### src/inc/sdb_pkg.sv
// constants for the sense descriptor builder: type codes, lengths, register map
// assumes one system clock; the fixed-format sense record arrives on plain ports
// How it works
// - information descriptor: type 00h, eight-byte information field in bytes 4..11
// - information descriptor additional length is 0Ah
// - information byte 2 bit 7 tells whether the information field is valid
// - incorrect length clear or no block descriptor: field holds the block address
// - incorrect length set with a block descriptor: field holds the byte residue, two's complement
// - on reassign-blocks the reported address may differ from the command's
// - command-specific descriptor: type 01h, length 0Ah, bytes 2-3 zero
// - command-specific bytes copy the fixed-record command-specific field
// - key-specific descriptor: type 02h, length 06h, bytes 2, 3, 7 zero
// - key-specific bytes 4..6 copy fixed-record bytes 15..17, valid flag included
// - replaceable-unit descriptor: type 03h, length 02h, code in byte 3
// - replaceable-unit byte copies the fixed-record replaceable-unit code
// - block descriptor: type 05h, length 02h, incorrect length at byte 3 bit 5
// - the incorrect length flag selects address or residue in the information field
// - unit error descriptor: type 80h, length 02h, code in bytes 2..3
// - unit error code copies the fixed-record vendor error information
// - physical record descriptor: type 81h, length 06h, record in bytes 2..7
// - physical record bytes copy the fixed-record physical error record
// - every reserved bit and byte is zero
// - byte 1 counts the descriptor bytes that follow it
// - descriptors start at sense byte 8 after a 72h or 73h header
package sdb_pkg;
   localparam int NUM_DESC = 7;
   // descriptor indices, also bit positions of the select mask
   localparam logic [2:0] IDX_INFO = 3'h0;
   localparam logic [2:0] IDX_CMD = 3'h1;
   localparam logic [2:0] IDX_KEY = 3'h2;
   localparam logic [2:0] IDX_FRU = 3'h3;
   localparam logic [2:0] IDX_BLOCK = 3'h4;
   localparam logic [2:0] IDX_UEC = 3'h5;
   localparam logic [2:0] IDX_PHYS = 3'h6;
   localparam logic [6:0][7:0] DESC_TYPE = {8'h81, 8'h80, 8'h05, 8'h03, 8'h02, 8'h01, 8'h00};
   localparam logic [6:0][7:0] DESC_ALEN = {8'h06, 8'h02, 8'h02, 8'h02, 8'h06, 8'h0A, 8'h0A};
   localparam logic [7:0] DESC_HDR_BYTES = 8'h02;
   localparam int VALID_BIT = 7;
   localparam int ILI_BIT = 5;
   localparam logic [7:0] RESP_CURRENT = 8'h72;
   localparam logic [7:0] RESP_DEFERRED = 8'h73;
   localparam logic [7:0] SENSE_HDR_BYTES = 8'h08;
   // register map (word index on the plain port)
   localparam logic [3:0] REG_CTRL = 4'h0;
   localparam logic [3:0] REG_STATUS = 4'h1;
   localparam int CTRL_SEL_LSB = 0;
   localparam int CTRL_DEFER_BIT = 8;
   localparam int CTRL_START_BIT = 31;
   localparam logic [31:0] CTRL_RESET = 32'h0000_0000;
   localparam int STAT_BUSY_BIT = 0;
   localparam int STAT_DONE_BIT = 1;
   localparam int STAT_LEN_LSB = 8;
endpackage

### src/core/sdb_builder.sv
// sense descriptor builder: streams the selected descriptors after the header
// assumes the fixed-format record ports hold still around the start write
`timescale 1ns/1ps
module sdb_builder
   import sdb_pkg::*;
(
   // clock, reset, enable
   input wire logic CLOCK,
   input wire logic RSTN,
   input wire logic CE,
   // register port
   input wire logic [3:0] ADDR,
   input wire logic [31:0] WDATA,
   input wire logic WR,
   input wire logic RD,
   output logic [31:0] RDATA,
   // fixed-format sense record
   input wire logic REC_INFO_VALID,
   input wire logic REC_INCORRECT_LENGTH_FLAG,
   input wire logic [63:0] REC_BLOCK_ADDRESS,
   input wire logic [63:0] REC_RESIDUE,
   input wire logic [31:0] REC_CMD_INFO,
   input wire logic [23:0] REC_KEY_SPECIFIC,
   input wire logic [7:0] REC_REPLACEABLE_UNIT_CODE,
   input wire logic [15:0] REC_UNIT_ERROR_CODE,
   input wire logic [47:0] REC_PHYS_RECORD,
   // descriptor stream
   output logic [7:0] DESC_BYTE,
   output logic DESC_VALID,
   output logic DESC_LAST,
   output logic [7:0] DESC_POS,
   // header values and status
   output logic [7:0] RESP_CODE,
   output logic [7:0] SENSE_LEN,
   output logic BUSY
);
   import sdb_pkg::*;

   typedef enum logic {SDB_IDLE, SDB_EMIT} sdb_state_t;

   logic rst_meta;
   logic rst_n;
   sdb_state_t state;
   logic [6:0] sel_mask;
   logic deferred;
   logic done;
   logic [6:0] rem;
   logic [3:0] pos;
   logic [7:0] total_len;
   logic [7:0] beat_cnt;
   logic snap_valid;
   logic snap_ili;
   logic snap_blk;
   logic [63:0] snap_lba;
   logic [63:0] snap_res;
   logic [31:0] snap_cmd;
   logic [23:0] snap_key;
   logic [7:0] snap_fru;
   logic [15:0] snap_uec;
   logic [47:0] snap_phys;
   logic [2:0] cur;
   logic [6:0] rem_after;
   logic [7:0] next_total;
   logic [63:0] info_field;
   logic [7:0] gen_byte;
   logic start_go;
   logic desc_end;

   // reset release through two flops
   always_ff @(posedge CLOCK or negedge RSTN) begin
      if (!RSTN) begin
         rst_meta <= 1'b0;
         rst_n <= 1'b0;
      end else begin
         rst_meta <= 1'b1;
         rst_n <= rst_meta;
      end
   end

   assign start_go = WR && ADDR == REG_CTRL && WDATA[CTRL_START_BIT] && state == SDB_IDLE;

   // lowest pending descriptor goes next, so output order is fixed by type
   always_comb begin
      cur = 3'h0;
      for (int i = NUM_DESC - 1; i >= 0; i--) begin
         if (rem[i]) cur = 3'(i);
      end
      rem_after = rem & ~(7'h01 << cur);
   end

   // descriptor bytes that the header's length must cover
   always_comb begin
      next_total = 8'h00;
      for (int i = 0; i < NUM_DESC; i++) begin
         if (WDATA[CTRL_SEL_LSB + i]) next_total = next_total + DESC_ALEN[i] + DESC_HDR_BYTES;
      end
   end

   assign desc_end = pos == 4'(DESC_ALEN[cur] + 8'h01);

   // the residue reading only holds when a block descriptor says so
   assign info_field = (snap_ili && snap_blk) ? snap_res : snap_lba;

   sdb_desc_byte sdb_desc_byte_i (
      .kind(cur),
      .pos(pos),
      .info_valid(snap_valid),
      .incorrect_length_flag(snap_ili),
      .info_field(info_field),
      .cmd_info(snap_cmd),
      .key_specific(snap_key),
      .replaceable_unit_code(snap_fru),
      .unit_error_code(snap_uec),
      .phys_record(snap_phys),
      .data(gen_byte)
   );

   // control register
   always_ff @(posedge CLOCK or negedge rst_n) begin
      if (!rst_n) begin
         sel_mask <= CTRL_RESET[CTRL_SEL_LSB +: 7];
         deferred <= CTRL_RESET[CTRL_DEFER_BIT];
      end else if (CE && WR && ADDR == REG_CTRL && state == SDB_IDLE) begin
         sel_mask <= WDATA[CTRL_SEL_LSB +: 7];
         deferred <= WDATA[CTRL_DEFER_BIT];
      end
   end

   // record snapshot; the address is passed through as given, even on reassign
   always_ff @(posedge CLOCK or negedge rst_n) begin
      if (!rst_n) begin
         snap_valid <= 1'b0;
         snap_ili <= 1'b0;
         snap_blk <= 1'b0;
         snap_lba <= 64'h0;
         snap_res <= 64'h0;
         snap_cmd <= 32'h0;
         snap_key <= 24'h0;
         snap_fru <= 8'h00;
         snap_uec <= 16'h0000;
         snap_phys <= 48'h0;
      end else if (CE && start_go) begin
         snap_valid <= REC_INFO_VALID;
         snap_ili <= REC_INCORRECT_LENGTH_FLAG;
         snap_blk <= WDATA[CTRL_SEL_LSB + IDX_BLOCK];
         snap_lba <= REC_BLOCK_ADDRESS;
         snap_res <= REC_RESIDUE;
         snap_cmd <= REC_CMD_INFO;
         snap_key <= REC_KEY_SPECIFIC;
         snap_fru <= REC_REPLACEABLE_UNIT_CODE;
         snap_uec <= REC_UNIT_ERROR_CODE;
         snap_phys <= REC_PHYS_RECORD;
      end
   end

   // sequencer
   always_ff @(posedge CLOCK or negedge rst_n) begin
      if (!rst_n) begin
         state <= SDB_IDLE;
         rem <= 7'h00;
         pos <= 4'h0;
      end else if (CE) begin
         unique case (state)
            SDB_IDLE: begin
               if (start_go && WDATA[CTRL_SEL_LSB +: 7] != 7'h00) begin
                  state <= SDB_EMIT;
                  rem <= WDATA[CTRL_SEL_LSB +: 7];
                  pos <= 4'h0;
               end
            end
            SDB_EMIT: begin
               if (desc_end) begin
                  rem <= rem_after;
                  pos <= 4'h0;
                  if (rem_after == 7'h00) state <= SDB_IDLE;
               end else begin
                  pos <= pos + 4'h1;
               end
            end
         endcase
      end
   end

   // stream outputs
   always_ff @(posedge CLOCK or negedge rst_n) begin
      if (!rst_n) begin
         DESC_BYTE <= 8'h00;
         DESC_VALID <= 1'b0;
         DESC_LAST <= 1'b0;
         DESC_POS <= 8'h00;
      end else if (CE) begin
         DESC_VALID <= state == SDB_EMIT;
         DESC_LAST <= state == SDB_EMIT && desc_end && rem_after == 7'h00;
         DESC_BYTE <= state == SDB_EMIT ? gen_byte : 8'h00;
         if (start_go) DESC_POS <= SENSE_HDR_BYTES;
         else if (DESC_VALID) DESC_POS <= DESC_POS + 8'h01;
      end
   end

   // header values and status
   always_ff @(posedge CLOCK or negedge rst_n) begin
      if (!rst_n) begin
         RESP_CODE <= RESP_CURRENT;
         SENSE_LEN <= 8'h00;
         total_len <= 8'h00;
         done <= 1'b0;
         BUSY <= 1'b0;
      end else if (CE) begin
         BUSY <= start_go || (state == SDB_EMIT && !(desc_end && rem_after == 7'h00));
         if (start_go) begin
            RESP_CODE <= WDATA[CTRL_DEFER_BIT] ? RESP_DEFERRED : RESP_CURRENT;
            SENSE_LEN <= next_total;
            total_len <= next_total;
         end
         // finish is only reachable while busy, so it never meets a start
         if (state == SDB_EMIT && desc_end && rem_after == 7'h00) done <= 1'b1;
         else if (start_go) done <= 1'b0;
      end
   end

   // register reads, data in the following cycle only
   always_ff @(posedge CLOCK or negedge rst_n) begin
      if (!rst_n) begin
         RDATA <= 32'h0;
      end else if (CE) begin
         RDATA <= 32'h0;
         if (RD) begin
            unique case (ADDR)
               REG_CTRL: RDATA <= 32'(sel_mask) | (32'(deferred) << CTRL_DEFER_BIT);
               REG_STATUS: RDATA <= (32'(BUSY) << STAT_BUSY_BIT) | (32'(done) << STAT_DONE_BIT)
                                    | (32'(total_len) << STAT_LEN_LSB);
               default: RDATA <= 32'h0;
            endcase
         end
      end
   end

   // helper: beats since the start, for the length check
   always_ff @(posedge CLOCK or negedge rst_n) begin
      if (!rst_n) beat_cnt <= 8'h00;
      else if (CE && start_go) beat_cnt <= 8'h00;
      else if (CE && DESC_VALID) beat_cnt <= beat_cnt + 8'h01;
   end

   property p_type_code;
      @(posedge CLOCK) disable iff (!rst_n)
      CE && state == SDB_EMIT && pos == 4'h0 |=> DESC_BYTE == DESC_TYPE[$past(cur)];
   endproperty
   a_type_code: assert property (p_type_code) else $error("wrong descriptor type code");

   property p_add_len;
      @(posedge CLOCK) disable iff (!rst_n)
      CE && state == SDB_EMIT && pos == 4'h1 |=> DESC_BYTE == DESC_ALEN[$past(cur)];
   endproperty
   a_add_len: assert property (p_add_len) else $error("wrong additional length");

   property p_info_valid;
      @(posedge CLOCK) disable iff (!rst_n)
      CE && state == SDB_EMIT && cur == IDX_INFO && pos == 4'h2 |=> DESC_BYTE == {snap_valid, 7'h00};
   endproperty
   a_info_valid: assert property (p_info_valid) else $error("information valid bit wrong");

   property p_info_select;
      @(posedge CLOCK) disable iff (!rst_n)
      CE && state == SDB_EMIT && cur == IDX_INFO && pos == 4'h4
      |=> DESC_BYTE == ((snap_ili && snap_blk) ? snap_res[63:56] : snap_lba[63:56]);
   endproperty
   a_info_select: assert property (p_info_select) else $error("information field source wrong");

   property p_ili_bit;
      @(posedge CLOCK) disable iff (!rst_n)
      CE && state == SDB_EMIT && cur == IDX_BLOCK && pos == 4'h3 |=> DESC_BYTE == {2'b00, snap_ili, 5'h00};
   endproperty
   a_ili_bit: assert property (p_ili_bit) else $error("block descriptor flag byte wrong");

   property p_reserved;
      @(posedge CLOCK) disable iff (!rst_n)
      CE && state == SDB_EMIT && cur == IDX_CMD && pos == 4'h2 |=> DESC_BYTE == 8'h00 ##1 DESC_BYTE == 8'h00;
   endproperty
   a_reserved: assert property (p_reserved) else $error("reserved bytes not zero");

   property p_uec;
      @(posedge CLOCK) disable iff (!rst_n)
      CE && state == SDB_EMIT && cur == IDX_UEC && pos == 4'h2 && $stable(CE)
      |=> DESC_BYTE == snap_uec[15:8] ##1 DESC_BYTE == snap_uec[7:0] || !CE;
   endproperty
   a_uec: assert property (p_uec) else $error("unit error code bytes wrong");

   property p_fru;
      @(posedge CLOCK) disable iff (!rst_n)
      CE && state == SDB_EMIT && cur == IDX_FRU && pos == 4'h3 |=> DESC_BYTE == snap_fru;
   endproperty
   a_fru: assert property (p_fru) else $error("replaceable unit code wrong");

   property p_last_len;
      @(posedge CLOCK) disable iff (!rst_n)
      DESC_LAST |-> DESC_VALID && beat_cnt + 8'h01 == total_len;
   endproperty
   a_last_len: assert property (p_last_len) else $error("last byte count disagrees with length");

   property p_start_pos;
      @(posedge CLOCK) disable iff (!rst_n)
      $rose(DESC_VALID) |-> DESC_POS == SENSE_HDR_BYTES;
   endproperty
   a_start_pos: assert property (p_start_pos) else $error("first descriptor not at byte 8");
endmodule // sdb_builder

### src/core/sdb_desc_byte.sv
// byte generator: one descriptor byte from descriptor index and byte position
// assumes the record fields are held stable by the caller while emitting
`timescale 1ns/1ps
module sdb_desc_byte
   import sdb_pkg::*;
(
   // selection
   input wire logic [2:0] kind,
   input wire logic [3:0] pos,
   // record fields
   input wire logic info_valid,
   input wire logic incorrect_length_flag,
   input wire logic [63:0] info_field,
   input wire logic [31:0] cmd_info,
   input wire logic [23:0] key_specific,
   input wire logic [7:0] replaceable_unit_code,
   input wire logic [15:0] unit_error_code,
   input wire logic [47:0] phys_record,
   // result
   output logic [7:0] data
);
   logic [63:0] cmd_field;
   assign cmd_field = {32'h0000_0000, cmd_info};

   always_comb begin
      data = 8'h00;
      if (pos == 4'h0) begin
         data = DESC_TYPE[kind];
      end else if (pos == 4'h1) begin
         data = DESC_ALEN[kind];
      end else begin
         unique case (kind)
            IDX_INFO: begin
               if (pos == 4'h2) data = {info_valid, 7'h00};
               else if (pos >= 4'h4) data = info_field[8*(11-pos) +: 8];
            end
            IDX_CMD: begin
               if (pos >= 4'h4) data = cmd_field[8*(11-pos) +: 8];
            end
            IDX_KEY: begin
               if (pos >= 4'h4 && pos <= 4'h6) data = key_specific[8*(6-pos) +: 8];
            end
            IDX_FRU: begin
               if (pos == 4'h3) data = replaceable_unit_code;
            end
            IDX_BLOCK: begin
               if (pos == 4'h3) data = 8'(incorrect_length_flag) << ILI_BIT;
            end
            IDX_UEC: data = unit_error_code[8*(3-pos) +: 8];
            IDX_PHYS: data = phys_record[8*(7-pos) +: 8];
            default: data = 8'h00;
         endcase
      end
   end
endmodule // sdb_desc_byte

### config.mk
export PLATFORM = sky130hd
export DESIGN_NAME = sdb_builder
export DESIGN_NICKNAME = d
export VERILOG_FILES = /design/src/inc/sdb_pkg.sv /design/src/core/sdb_builder.sv /design/src/core/sdb_desc_byte.sv
export SDC_FILE = /design/constraint.sdc
export NUM_CORES = 1
export LEC_CHECK = 0
export BUFFER_PORTS_ARGS = -buffer_cell sky130_fd_sc_hd__buf_2
export CAP_MARGIN = 10
export CELL_PAD_IN_SITES_DETAIL_PLACEMENT = 0
export CELL_PAD_IN_SITES_GLOBAL_PLACEMENT = 1
export CORE_ASPECT_RATIO = 0.8
export CORE_MARGIN = 5
export CORE_UTILIZATION = 37
export DETAILED_ROUTE_END_ITERATION = 7
export PLACE_DENSITY_LB_ADDON = 0.1
export SLEW_MARGIN = 5
export SYNTH_ARGS = -nofsm -noshare
export SYNTH_HDL_FRONTEND = slang
export SYNTH_SLANG_ARGS = --single-unit
### constraint.sdc
create_clock -name CLOCK -period 9.8 [get_ports CLOCK]
set_input_delay 1.96 -clock CLOCK [delete_from_list [all_inputs] [get_ports CLOCK]]
set_output_delay 1.96 -clock CLOCK [all_outputs]
set_load 0.1 [all_outputs]
; ---- Word-level counts from Yosys, hierarchy flattened
; Memory sizes are Yosys's and may differ from the RTL's.
; Index checks and enable logic that the tools add are counted.
[classes]
n_addsub = 19
n_mul = 0
div_mod_pow = 0
n_lt_le_gt_ge = 3
n_eq_ne = 13
shifts = 6
n_mux = 44
n_bitwise = 6
n_reduce_logical = 28
[ops]
columns = op, n
row1 = $mux W8, 18
row2 = $shiftx A64 B33 Y8, 2
row3 = $add A8 B2 Y8 const B, 9
row4 = $mux W64, 1
row5 = $pmux W8 S7, 1
row6 = $shiftx A48 B33 Y8, 1
row7 = $shiftx A16 B33 Y8, 1
row8 = $shiftx A24 B33 Y8, 1
row9 = $pmux W16 S2, 1
row10 = $mux W3, 7
row11 = $add A8 B3 Y8 const B, 2
row12 = $mux W16, 1
row13 = $or A2 B16 Y16, 1
row14 = $logic_and A1 B1 Y1, 14
row15 = $mux W7, 2
row16 = $pmux W7 S2, 1
row17 = $mux W4, 3
row18 = $sub A3 B4 Y5 const A, 2
row19 = $eq A3 B3 Y1 const B, 3
row20 = $or A7 B9 Y9, 1
row21 = $add A4 B1 Y4 const B, 2
row22 = $add A8 B1 Y8 const B, 1
row23 = $add A8 B4 Y8 const B, 1
row24 = $eq A4 B1 Y1 const B, 2
row25 = 28 further kinds, 41
[totals]
ff_bits = 349
latch_bits = 0
ramBits = 0
romBits = 128
in_bits = 299
output_inout_bits = 67
elab_cells = 147
mem_count = 2
[memory_table]
columns = name, depth, word_bits, read_ports, rd_clocked_by_memory_dff, write_ports, line_no
row1 = (name not given), 8, 8, 1, 0, 0, sdb_desc_byte.sv:28  ; data = DESC_TYPE[kind];
row2 = (name not given), 8, 8, 1, 0, 0, sdb_desc_byte.sv:30  ; data = DESC_ALEN[kind];

; ---- Logic depth before layout (Yosys ltp)
; Gate-level depths: netlist (run 1).
[logic_depth]
depth_word = 19
mapped_depth = 18
mapped_depth_nobuf = 18

; ---- Hierarchy
; Synthesis (run 1) repeated with hierarchy kept, for this count alone.
[unflattened]
cells_unflattened = 1776
area_unflattened_um2 = 15962.8
[modules_own_cells]
columns = mod, n_inst, cells_per_inst, area_per_inst_um2, seq_area_each_um2
row1 = sdb_builder, 1, 1571, 14039.7, 8057.7
row2 = sdb_desc_byte, 1, 205, 1923.1, 0.0

; ---- Worst setup path before layout (run 1)
; OpenSTA, ideal clock, no wires.
[synth_timing]
path_kind = input to register
start = input WDATA[0]
end = register total_len[7]
setup_ns = 0.082
t_arrival_ns = 4.815
required_ns = 9.718
path_slack_ns = 4.903
cell_stages = 17
n_path_buf = 0
cell_sequence = inv_1 -> ha_1 -> xnor2_1 -> inv_1 -> ha_1 -> nand2b_1 -> nand2_1 -> inv_1 -> ha_1 -> nand2_1 -> xnor3_1 -> inv_1 -> ha_1 -> nand2_1 -> nor4b_1 -> a41oi_1 -> a31oi_1
[synth_via]
elab_chain_len = 19
[synth_lines]
columns = element, line_no
row1 = start: declaration, sdb_builder.sv:13  ; input wire logic [31:0] WDATA,
row2 = $mux W4 *, sdb_builder.sv:95  ; if (WDATA[CTRL_SEL_LSB + i]) next_total = next_total + DESC_ALEN[i] + DESC_HDR_BYTES;
row3 = $add A8 B4 Y8, sdb_builder.sv:95
row4 = $add A8 B2 Y8, sdb_builder.sv:95
row5 = $mux W8 *, sdb_builder.sv:95
row6 = $add A8 B3 Y8, sdb_builder.sv:95
row7 = $add A8 B2 Y8, sdb_builder.sv:95
row8 = $mux W8 *, sdb_builder.sv:95
row9 = $add A8 B2 Y8 (2 in series), sdb_builder.sv:95
row10 = $mux W8 *, sdb_builder.sv:95
row11 = $add A8 B2 Y8 (2 in series), sdb_builder.sv:95
row12 = $mux W8 *, sdb_builder.sv:95
row13 = $add A8 B2 Y8 (2 in series), sdb_builder.sv:95
row14 = $mux W8 *, sdb_builder.sv:95
row15 = $add A8 B3 Y8, sdb_builder.sv:95
row16 = $add A8 B2 Y8, sdb_builder.sv:95
row17 = $mux W8 *, sdb_builder.sv:95
row18 = end signal: assignment, sdb_builder.sv:213  ; total_len <= next_total;
row19 = end: declaration, sdb_builder.sv:49  ; logic [7:0] total_len;
; Every way passes the cells marked *; elsewhere a longest branch is shown, timed or not.
; A chain may end at the register's enable or synchronous reset.

; ---- Final worst setup path (run 1)
; Ends and elaborated chain as after synthesis.

==> results.ini, run 1 <==
[timing]
hold_violations = 0
fmax_mhz = 206
setup_tns_ns = 0
grt_setup_unrepaired = no
hold_slack_ns = 0.344
finalMaxSlewViolations = 0
final-setup-viol-count = 0
finClkSkew_ns = 0.0148
slew_headroom_pct = 25.6
period_needed_ns = 4.85
fin_crit_sh_pct = 49.5
tightest_slew_ns = 1.12

[detailed_routing]
drc = 0
drtIter0Drc = 840
drt_wl_total_mm = 47.9
drt.antenna.violating_nets = 0
drtPass1Iterations = 5
vias_per_cell = 4.94
vias = 12600
avgRoutedWirePerCell_um = 18.8

[clock_network]
cts_buffers = 36
post_cts_buffers = 0
cts.path.max_buffers = 3
cts-htree-levels = 2
cts.sinks = 322
cts_hold_buffers = 0
cts.repair.resized = 0
clock_latency_ns = 0.52
clk_pin_slew_ns = 0.05
cts_root_buf = clkbuf_16
tritoncts = done

[setup_path]
critical-path-max-stage-delay_ns = 0.43
r2r_slack_ns = 6.07
crit_required_ns = 10.23
worst_setup_path_start_kind = input port
arrival_ns = 5.28
end_kind = flop
r2r-start = pos[0]
rr_endpoint = DESC_BYTE[7]
crit_path_end = total_len[7]
path_cells = buf_2 -> inv_1 -> ha_1 -> xnor2_1 -> inv_1 -> ha_1 -> nand2b_1 -> nand2_1 -> inv_1 -> ha_1 -> nand2_1 -> xnor3_1 -> inv_1 -> ha_1 -> nand2_1 -> nor4b_1 -> a41oi_1 -> a31oi_1
path_max_fanout = 7
r2r_cells = 8
critPathLaunch = WDATA[0]
slowest_stage = xnor3_1
criticalPathCategory = in2reg

[synth]
synth_area_leaders = dfrtp_1 52%, nand2_1 21%, mux4_2 7.1%
synth.area.mux_share_pct = 9.70
yosys.area_share.simple_pct = 24.9
ys.flop_type = dfrtp_1
synth_area_mm2 = 0.0154
syn_area_per_cell_um2 = 9.02
syn_inst = 1712
synth_seq_cells = 322
yosysUniqueCellTypes = 69
synth_edf_count = 0
synth_area_leader_cell = dfrtp_1
synth_top_family_by_area = simple AND/OR/NAND/NOR gates
synthAdderAreaFrac_pct = 1.13
netlist.area_leader.share_pct = 52.2
ys_seq_area_share_pct = 52.2
ys_async_sr_fraction_pct = 100
synth-compound-area-share_pct = 6.63
synth-xor-area-share_pct = 0.948
yosysWarnings = 0

[grt]
first_global_vias = 12800
grt_max_degree = 218
grt_usage_pct = 20.5
grt-ovfl-total = 0
antenna_found_initial = 2
grt_pass1_wl_mm = 74.1

[power_and_ir_drop]
power_density_mw_per_mm2 = 221
peakVddDrop_uv = 106
p_total_mw = 4.09
p_leak_nw = 9.80

[die]
start_util_pct = 37.1
core-area_mm2 = 0.0416
die_area_mm2 = 0.0460
fp.dieH_um = 193
rows = 67
ios = 366
die_width_um = 238

[placement]
dp_hpwl_mm = 33.5
port-buffer-count = 315
place_area_mm2 = 0.0173
gp_routability_congestion = 0.829

[finish]
drive_gt1_share_pct = 22.5
area_delta_synth_final_pct = 19.6
final_common_cell = nand2_1
nFillCells = 4203
finalNetCount = 2292
final_cell_mix = 868 x nand2_1, 318 x dfrtp_1, 315 x buf_2, 49 x mux4_2, 41 x o21ai_0
fin_util_pct = 44.4
fin_area_mm2 = 0.0185

[outcome]
status = completed

[min_path]
min_path_type = reg2async

[flow_run]
drv_cap = 0

==> layer usage <==
metal  wire length (um)  vias up  global-route usage (%)
met5                 13        -                       0
met4                779        2                    4.50
met3               2450       50                    3.89
met2              21800      318                    31.6
li1                   -     6089                       -
met1              22800     6158                    30.3
==> Yosys cell counts, types with 2 or more instances <==
cell type and n:
or4_1 2, o2bb2ai_1 9, mux4_2 49, a21o_1 4, nand4_1 5, nand3b_1 3
o21ai_1 7, a222oi_1 4, nand2_1 870, a32oi_1 4, ha_1 14, nor4b_1 2
and3_1 6, mux2_2 9, a22o_1 15, conb_1 2, nor3_1 13, and2_1 5
a21oi_1 24, or3_1 3, o32ai_1 2, clkbuf_1 70, nor2b_1 3, o31ai_1 2
a221o_1 2, o211ai_1 4, buf_4 30, nor2_1 27, o21ai_0 41, xor2_1 6
a221oi_1 3, buf_1 9, clkinv_1 3, a31oi_1 12, dfrtp_1 322, nand3_1 24
xnor2_1 5, mux2i_1 27, o22ai_1 3, inv_1 20, nand2b_1 6, buf_2 14
==> per-stage QoR <==
step                std cells  setup WS, ns
floorplan                1738         0.161
global placement         2493          4.48
detailed placement       2493          4.42
CTS                      2551          4.95
global route             2552          4.63
finish                   2552          4.95
==> cells by family (layout without fill, tap and decap cells) <==
logic type | after synthesis | in the layout
buffers and inverters | 147 | 408
and+or+nand+nor | 976 | 976
DFF | 322 | 322
other | 2 | 29
xor gates and xnor gates | 13 | 13
muxes | 86 | 86
AOI/OAI and AO/OA | 152 | 152
adders and majority gates | 14 | 14
==> where the power goes <==
group          total, mW  switching [mW]  internal [mW]  leakage (nW)
sequential          1.65           0.143           1.51          4.27
clock               1.31           0.540          0.770         0.548
combinational       1.12           0.742          0.380          4.98
==> final cells by class <==
cell class	count	area (um^2)	share of cell area (%)
antenna	1	2.50	0.0135
clock buffer	52	1050	5.70
clock inverter	6	68.8	0.373
inverter	23	86.3	0.467
multi-input combinational	1269	6810	36.9
sequential	322	8070	43.7
tap	552	691	3.74
timing repair buffer	327	1690	9.16
==> worst min-delay path by stage <==
stage,cells past startpoint,slack [ns],end
4_1_cts,0,0.36,rst_n
2_1_floorplan,0,0.33,rst_n
3_5_place_dp,0,0.35,rst_n
5_1_grt,0,0.37,rst_n
6_report,0,0.34,snap_res[46]
3_3_place_gp,0,0.34,rst_n
==> flip-flops by register name, summed over array words and instances, names as in the netlist, 8 cells and up <==
signal     count
snap_lba      64
snap_res      64
snap_phys     48
snap_cmd      32
snap_key      24
snap_uec      16
RDATA         14
DESC_BYTE      8
DESC_POS       8
snap_fru       8
==> worst max-delay path: cells and delay by family <==
family                     cells  cell delay, ns
buffers and inverters          5            0.44
AOI/OAI and AO/OA              2            0.27
xor gates and xnor gates       2            0.77
adders and majority gates      4            1.04
and+or+nand+nor                5            0.79
Note: power is estimated with default switching activity, not from simulation.
==> run 2, diff against run 1 <==
==> constraint.sdc (replaced) <==
create_clock -name CLOCK -period 3.9 [get_ports CLOCK]
set_input_delay 0.78 -clock CLOCK [delete_from_list [all_inputs] [get_ports CLOCK]]
set_output_delay 0.78 -clock CLOCK [all_outputs]
set_load 0.1 [all_outputs]
==> run 2 against run 1 <==
Compared with the run above: clock skew grew 0.0061 ns; wire length up 0.16%; core utilization increased by 0.85 points; first-iteration DRC count up 6.4%; critical path type unchanged; highest routed layer unchanged.
==> results.ini, run 2 (synthesis gave the netlist of run 1 again) <==
[timing]
finalMaxSlewViolations = 0  ; unchanged
tightest_slew_ns = 0.959  ; was 1.12 ns
final-setup-viol-count = 0  ; unchanged
fmax_mhz = 296
grt_setup_unrepaired = no  ; unchanged
period_needed_ns = 3.38
setup_tns_ns = 0  ; unchanged
finClkSkew_ns = 0.0209  ; was 0.0148 ns
slew_headroom_pct = 36.0  ; was 25.6%
hold_violations = 0  ; unchanged
fin_crit_sh_pct = 86.7

[finish]
finalNetCount = 2312  ; was 2292
fin_util_pct = 45.3  ; was 44.4%
final_cell_mix = 868 x nand2_1, 318 x dfrtp_1, 315 x buf_2, 49 x mux4_2, 41 x o21ai_0  ; unchanged
top_regs = snap_lba: 64 flops, snap_res: 64 flops, snap_phys: 48 flops  ; unchanged
area_delta_synth_final_pct = 21.9  ; was 19.6%
final_common_cell = nand2_1  ; unchanged
drive_gt1_share_pct = 23.5  ; was 22.5%
fin_area_mm2 = 0.0188  ; was 0.0185 mm^2

[setup_path]
end_kind = flop  ; unchanged
worst_setup_path_start_kind = input port  ; unchanged
critPathLaunch = WDATA[0]  ; unchanged
path_delay_family = adder cells  ; unchanged
criticalPathCategory = in2reg  ; unchanged
r2r-start = pos[0]  ; unchanged
arrival_ns = 3.82  ; was 5.28 ns
slowest_stage = xnor3_1  ; unchanged
r2r_cells = 9  ; was 8
path_max_fanout = 3  ; was 7
critical-path-max-stage-delay_ns = 0.42  ; was 0.43 ns
path_cells = buf_2 -> inv_1 -> ha_1 -> xor2_1 -> inv_1 -> ha_1 -> a21oi_1 -> o21ai_0 -> nand2_1 -> inv_1 -> ha_1 -> nand2_1 -> xnor3_1 -> inv_1 -> ha_1 -> nand2_1 -> nor4b_1 -> a41oi_1 -> a31oi_1  ; was buf_2 -> inv_1 -> ha_1 -> xnor2_1 -> inv_1 -> ha_1 -> nand2b_1 -> nand2_1 -> inv_1 -> ha_1 -> nand2_1 -> xnor3_1 -> inv_1 -> ha_1 -> nand2_1 -> nor4b_1 -> a41oi_1 -> a31oi_1
crit_required_ns = 4.34  ; was 10.23 ns
rr_endpoint = DESC_BYTE[7]  ; unchanged
r2r_slack_ns = 0.72  ; was 6.07 ns
cp_num_buf_inv = 5  ; unchanged

[grt]
grt-ovfl-total = 0  ; unchanged
grt_max_degree = 186  ; was 218
antenna_found_initial = 1  ; was 2
first_global_vias = 13000  ; was 12800
grt_usage_pct = 20.4  ; was 20.5%
grt_pass1_wl_mm = 74.1  ; about the same

[detailed_routing]
top_layer = met5  ; unchanged
drtIter0Drc = 894  ; was 840
avgRoutedWirePerCell_um = 18.6  ; was 18.8 um
wl_met3_mm = 2.28  ; was 2.45 mm
drtPass1Iterations = 5  ; unchanged
drc = 0  ; unchanged
vias_per_cell = 4.93  ; was 4.94
drt_wl_total_mm = 48.0  ; was 47.9 mm
drt-met1-wl_mm = 22.7  ; was 22.8 mm
met2_length_mm = 22.1  ; was 21.8 mm
drt.antenna.violating_nets = 0  ; unchanged
vias = 12700  ; was 12600

[clock_network]
cts.repair.resized = 0  ; unchanged
cts_buffers = 37  ; was 36
clk_pin_slew_ns = 0.06  ; was 0.05 ns
cts-htree-levels = 2  ; unchanged
cts.sinks = 322  ; unchanged
cts.path.max_buffers = 3  ; unchanged
clock_latency_ns = 0.53  ; was 0.52 ns
tritoncts = done  ; unchanged
cts_root_buf = clkbuf_16  ; unchanged

[power_and_ir_drop]
p_leak_nw = 9.99  ; was 9.80 nW
peakVddDrop_uv = 285  ; was 106 uV
power_density_mw_per_mm2 = 560  ; was 221 mW/mm^2
p_total_mw = 10.5  ; was 4.09 mW

[placement]
dp_hpwl_mm = 34.0  ; was 33.5 mm
place_area_mm2 = 0.0176  ; was 0.0173 mm^2
gp_routability_congestion = 0.823  ; was 0.829
port-buffer-count = 315  ; unchanged

[die]
core-area_mm2 = 0.0416  ; unchanged
start_util_pct = 37.1  ; unchanged
rows = 67  ; unchanged
fp.dieH_um = 193  ; unchanged
die_width_um = 238  ; unchanged
die_area_mm2 = 0.0460  ; unchanged
ios = 366  ; unchanged

[outcome]
status = completed  ; unchanged

[flow_run]
drv_cap = 0  ; unchanged

[min_path]
hold_end = rst_n
min_path_type = reg2reg  ; was reg2async
min_path_cells = 0
hold_start = rst_meta

run 2: changes by cell type in the layout (fill, tap and decap cells not counted), sizes merged:
cell,delta
clkinv,+2
buf,+18
clkbuf,+5
bufinv,+1
inv,+1
dlygate4sd3,+1
run 2: area by class of cell:
class                      instances  area (um^2)
antenna                            1         2.50
fill                            4185        22800
sequential                       322         8070
multi-input combinational       1269         6810
clock buffer                      57         1120
timing repair buffer             346         1940
tap                              552          691
clock inverter                    10          106
inverter                          23         86.3
run 2: layer usage:
layer,vias to the layer above,GRT usage [%]
li1,6146,-
met1,6207,30.4
met2,309,31.8
met3,55,3.39
met4,2,4.28
met5,-,0
run 2: power breakdown:
| part | switching [mW] | total (mW) | internal [mW] | leakage (nW) |
|---|---|---|---|---|
| logic | 1.85 | 2.85 | 1.00 | 5.11 |
| registers | 0.362 | 4.16 | 3.80 | 4.27 |
| clock network | 1.41 | 3.53 | 2.12 | 0.606 |
run 2: worst max path at each step:
stage                        end  depth (start not counted)
finish              total_len[7]                         19
CTS                 total_len[7]                         19
global placement    total_len[7]                         19
detailed placement  total_len[7]                         19
floorplan           total_len[7]                         17
global route        total_len[7]                         19
run 2: per-stage QoR:
step / cells / setup slack (ns) / hold slack (ns)
after floorplan: 1738 / 0.183 / 0.331
after CTS: 2579 / 0.518 / 0.361
after global routing: 2579 / 0.182 / 0.361
after detailed placement: 2511 / -0.0228 / 0.346
final: 2580 / 0.520 / 0.356
after global placement: 2511 / 0.0630 / 0.337
run 2: what timing repair did:
action	in CTS	in global routing
setup buffers	0	0
setup endpoints to repair	0	0
hold buffers	1	0
endpoints found under the hold margin	2	0
==> run 3, diff against run 2 <==
--- a/config.mk
+++ b/config.mk
@@ -13,7 +13,7 @@
 export CORE_MARGIN = 5
 export CORE_UTILIZATION = 37
 export DETAILED_ROUTE_END_ITERATION = 7
-export PLACE_DENSITY_LB_ADDON = 0.1
+export PLACE_DENSITY_LB_ADDON = 0.15
 export SLEW_MARGIN = 5
 export SYNTH_ARGS = -nofsm -noshare
 export SYNTH_HDL_FRONTEND = slang
==> run 3 against run 2 <==
Compared with the run above: register-to-register slack improved by 0.19 ns; fmax decreased by 2.0%; die area unchanged; worst hold slack got worse by 0.32 ns; worst setup slack got worse by 0.071 ns; clock power decreased by 5.9%; non-clock buffer count increased by 3; clock skew decreased by 0.0080 ns; flip-flop and latch count unchanged; cell count about the same; critical path depth decreased by 1; largest power group unchanged; highest routed layer unchanged.
==> results.ini, run 3 (synthesis gave the netlist of run 1 again) <==
[clock_network]
cts-htree-levels = 2  ; unchanged
cts.sinks = 322  ; unchanged
cts_hold_buffers = 0  ; was 1
clk_pin_slew_ns = 0.06  ; about the same
cts_root_buf = clkbuf_16  ; unchanged
cts.repair.resized = 0  ; unchanged
post_cts_buffers = 0  ; unchanged
clock_latency_ns = 0.53  ; about the same
tritoncts = done  ; unchanged
cts_buffers = 37  ; unchanged
cts.path.max_buffers = 3  ; unchanged

[setup_path]
end_kind = flop  ; unchanged
worst_setup_path_start_kind = input port  ; unchanged
crit_required_ns = 4.34  ; about the same
r2r_cells = 8  ; was 9
criticalPathCategory = in2reg  ; unchanged
path_max_fanout = 6  ; was 3
arrival_ns = 3.89  ; was 3.82 ns

[finish]
num_antenna_cells = 0  ; was 1
top_regs = snap_lba: 64 flops, snap_res: 64 flops, snap_phys: 48 flops  ; unchanged
finalNetCount = 2315  ; was 2312
final_cell_mix = 868 x nand2_1, 318 x dfrtp_1, 315 x buf_2, 49 x mux4_2, 41 x o21ai_0  ; unchanged
drive_gt1_share_pct = 23.3  ; was 23.5%
nFillCells = 4224  ; was 4185
final_common_cell = nand2_1  ; unchanged
area_delta_synth_final_pct = 21.1  ; was 21.9%

[flow_run]
drv_cap = 0  ; unchanged

[timing]
fin_crit_sh_pct = 88.5  ; was 86.7%
finClkSkew_ns = 0.0128  ; was 0.0209 ns
hold_slack_ns = 0.0346  ; was 0.356 ns
finalMaxSlewViolations = 0  ; unchanged
setup_tns_ns = 0  ; unchanged
grt_setup_unrepaired = no  ; unchanged
period_needed_ns = 3.45  ; was 3.38 ns
fmax_mhz = 290  ; was 296 MHz
final-setup-viol-count = 0  ; unchanged
hold_violations = 0  ; unchanged
tightest_slew_ns = 1.07  ; was 0.959 ns
slew_headroom_pct = 28.9  ; was 36.0%

[die]
die_width_um = 238  ; unchanged
die_area_mm2 = 0.0460  ; unchanged
start_util_pct = 37.1  ; unchanged
ios = 366  ; unchanged
fp.dieH_um = 193  ; unchanged
core-area_mm2 = 0.0416  ; unchanged
rows = 67  ; unchanged

[grt]
grt-ovfl-total = 0  ; unchanged
grt_pass1_wl_mm = 74.7  ; was 74.1 mm
first_global_vias = 13100  ; was 13000
antenna_found_initial = 2  ; was 1
grt_max_degree = 196  ; was 186
grt_usage_pct = 20.5  ; was 20.4%

[detailed_routing]
drtPass1Iterations = 5  ; unchanged
drt.antenna.violating_nets = 0  ; unchanged
avgRoutedWirePerCell_um = 18.5  ; was 18.6 um
drt_wl_total_mm = 47.6  ; was 48.0 mm
vias_per_cell = 4.92  ; was 4.93
vias = 12700  ; about the same
drc = 0  ; unchanged
drtIter0Drc = 843  ; was 894

[placement]
gp_routability_congestion = 0.831  ; was 0.823
dp_hpwl_mm = 34.2  ; was 34.0 mm
port-buffer-count = 315  ; unchanged

[power_and_ir_drop]
pwr-share-comb_pct = 27.2  ; was 27.1%
p_switching_mw = 3.58  ; was 3.62 mW
switching_share_pct = 34.7  ; was 34.4%
peakVddDrop_uv = 271  ; was 285 uV
intPower_mw = 6.74  ; was 6.92 mW
pwr-share-clk_pct = 32.2  ; was 33.5%
power_density_mw_per_mm2 = 552  ; was 560 mW/mm^2
p_leak_nw = 9.94  ; was 9.99 nW
p_seq_share_pct = 40.6  ; was 39.5%

[outcome]
status = completed  ; unchanged

[min_path]
min_path_type = in2async  ; was reg2reg

==> run 3: cell count changes in the layout (fill, tap and decap cells not counted) <==
cell / previous run / this run
buf_12: 10 / 6
buf_4: 20 / 28
bufinv_16: 2 / 0
clkbuf_1: 10 / 14
clkbuf_8: 8 / 6
clkinv_2: 6 / 4
clkinvlp_4: 1 / 0
diode_2: 1 / 0
dlygate4sd3_1: 1 / 0
==> run 3: power by group through the flow <==
stage,combinational (mW),clock (mW),sequential [mW]
3_5_place_dp,2.83,0,4.25
4_1_cts,2.84,3.44,4.19
2_1_floorplan,1.69,0,4.47
5_1_grt,3.08,3.58,4.26
3_3_place_gp,2.82,0,4.23
6_report,2.81,3.32,4.19
==> run 3: metal layers <==
metal	vias to the layer above	global-route usage (%)	share of wire [%]	routed length [um]
met4	2	4.19	1.7	816
met2	286	31.6	45	21500
met1	6197	30.6	48	22900
met3	58	3.69	5.0	2400
li1	6140	-	-	-
met5	-	0	0.027	13
==> run 3: final timing paths <==
| check | from | to | slack [ns] |
|---|---|---|---|
| max in group asynchronous | rst_n | total_len[5] | 2.39 |
| worst min register to register | rst_meta | rst_n | 0.37 |
| worst max register to register | pos[0] | DESC_BYTE[7] | 0.91 |
| min in group CLOCK | rst_meta | rst_n | 0.37 |
| worst max-delay path | WDATA[0] | total_len[7] | 0.45 |
| worst min-delay path | RSTN | rst_n | 0.03 |
==> run 3: critical path: stages <==
cell	delay, ns
buf_2	0.13
inv_1	0.06
ha_1	0.38
xnor2_1	0.24
inv_1	0.09
ha_1	0.27
nand2b_1	0.15
nand2_1	0.10
inv_1	0.04
ha_1	0.18
nand2_1	0.10
xnor3_1	0.44
inv_1	0.08
ha_1	0.17
nand2_1	0.08
nor4b_1	0.32
a41oi_1	0.08
a31oi_1	0.19
==> run 3: metrics by stage <==
step / util (%) / total power [mW] / instances / setup slack [ns] / cell area (um^2)
final: 45.0 / 10.3 / 2579 / 0.450 / 18700
after global placement: 42.2 / 7.05 / 2515 / 0.0350 / 17600
after detailed placement: 42.2 / 7.08 / 2515 / -0.0686 / 17600
after floorplan: - / 6.16 / 1738 / 0.183 / 15500
after CTS: 45.0 / 10.5 / 2579 / 0.487 / 18700
after global routing: 45.0 / 10.9 / 2579 / 0.121 / 18700
==> run 3: cell type report <==
class	count	area [um^2]	share of cell area [%]
clock buffers	59	1110	5.94
inverters	23	86.3	0.462
well taps	552	691	3.69
clock inverters	5	28.8	0.154
flip-flops and latches	322	8070	43.1
multi-input cells	1269	6810	36.4
repair buffers	349	1910	10.2
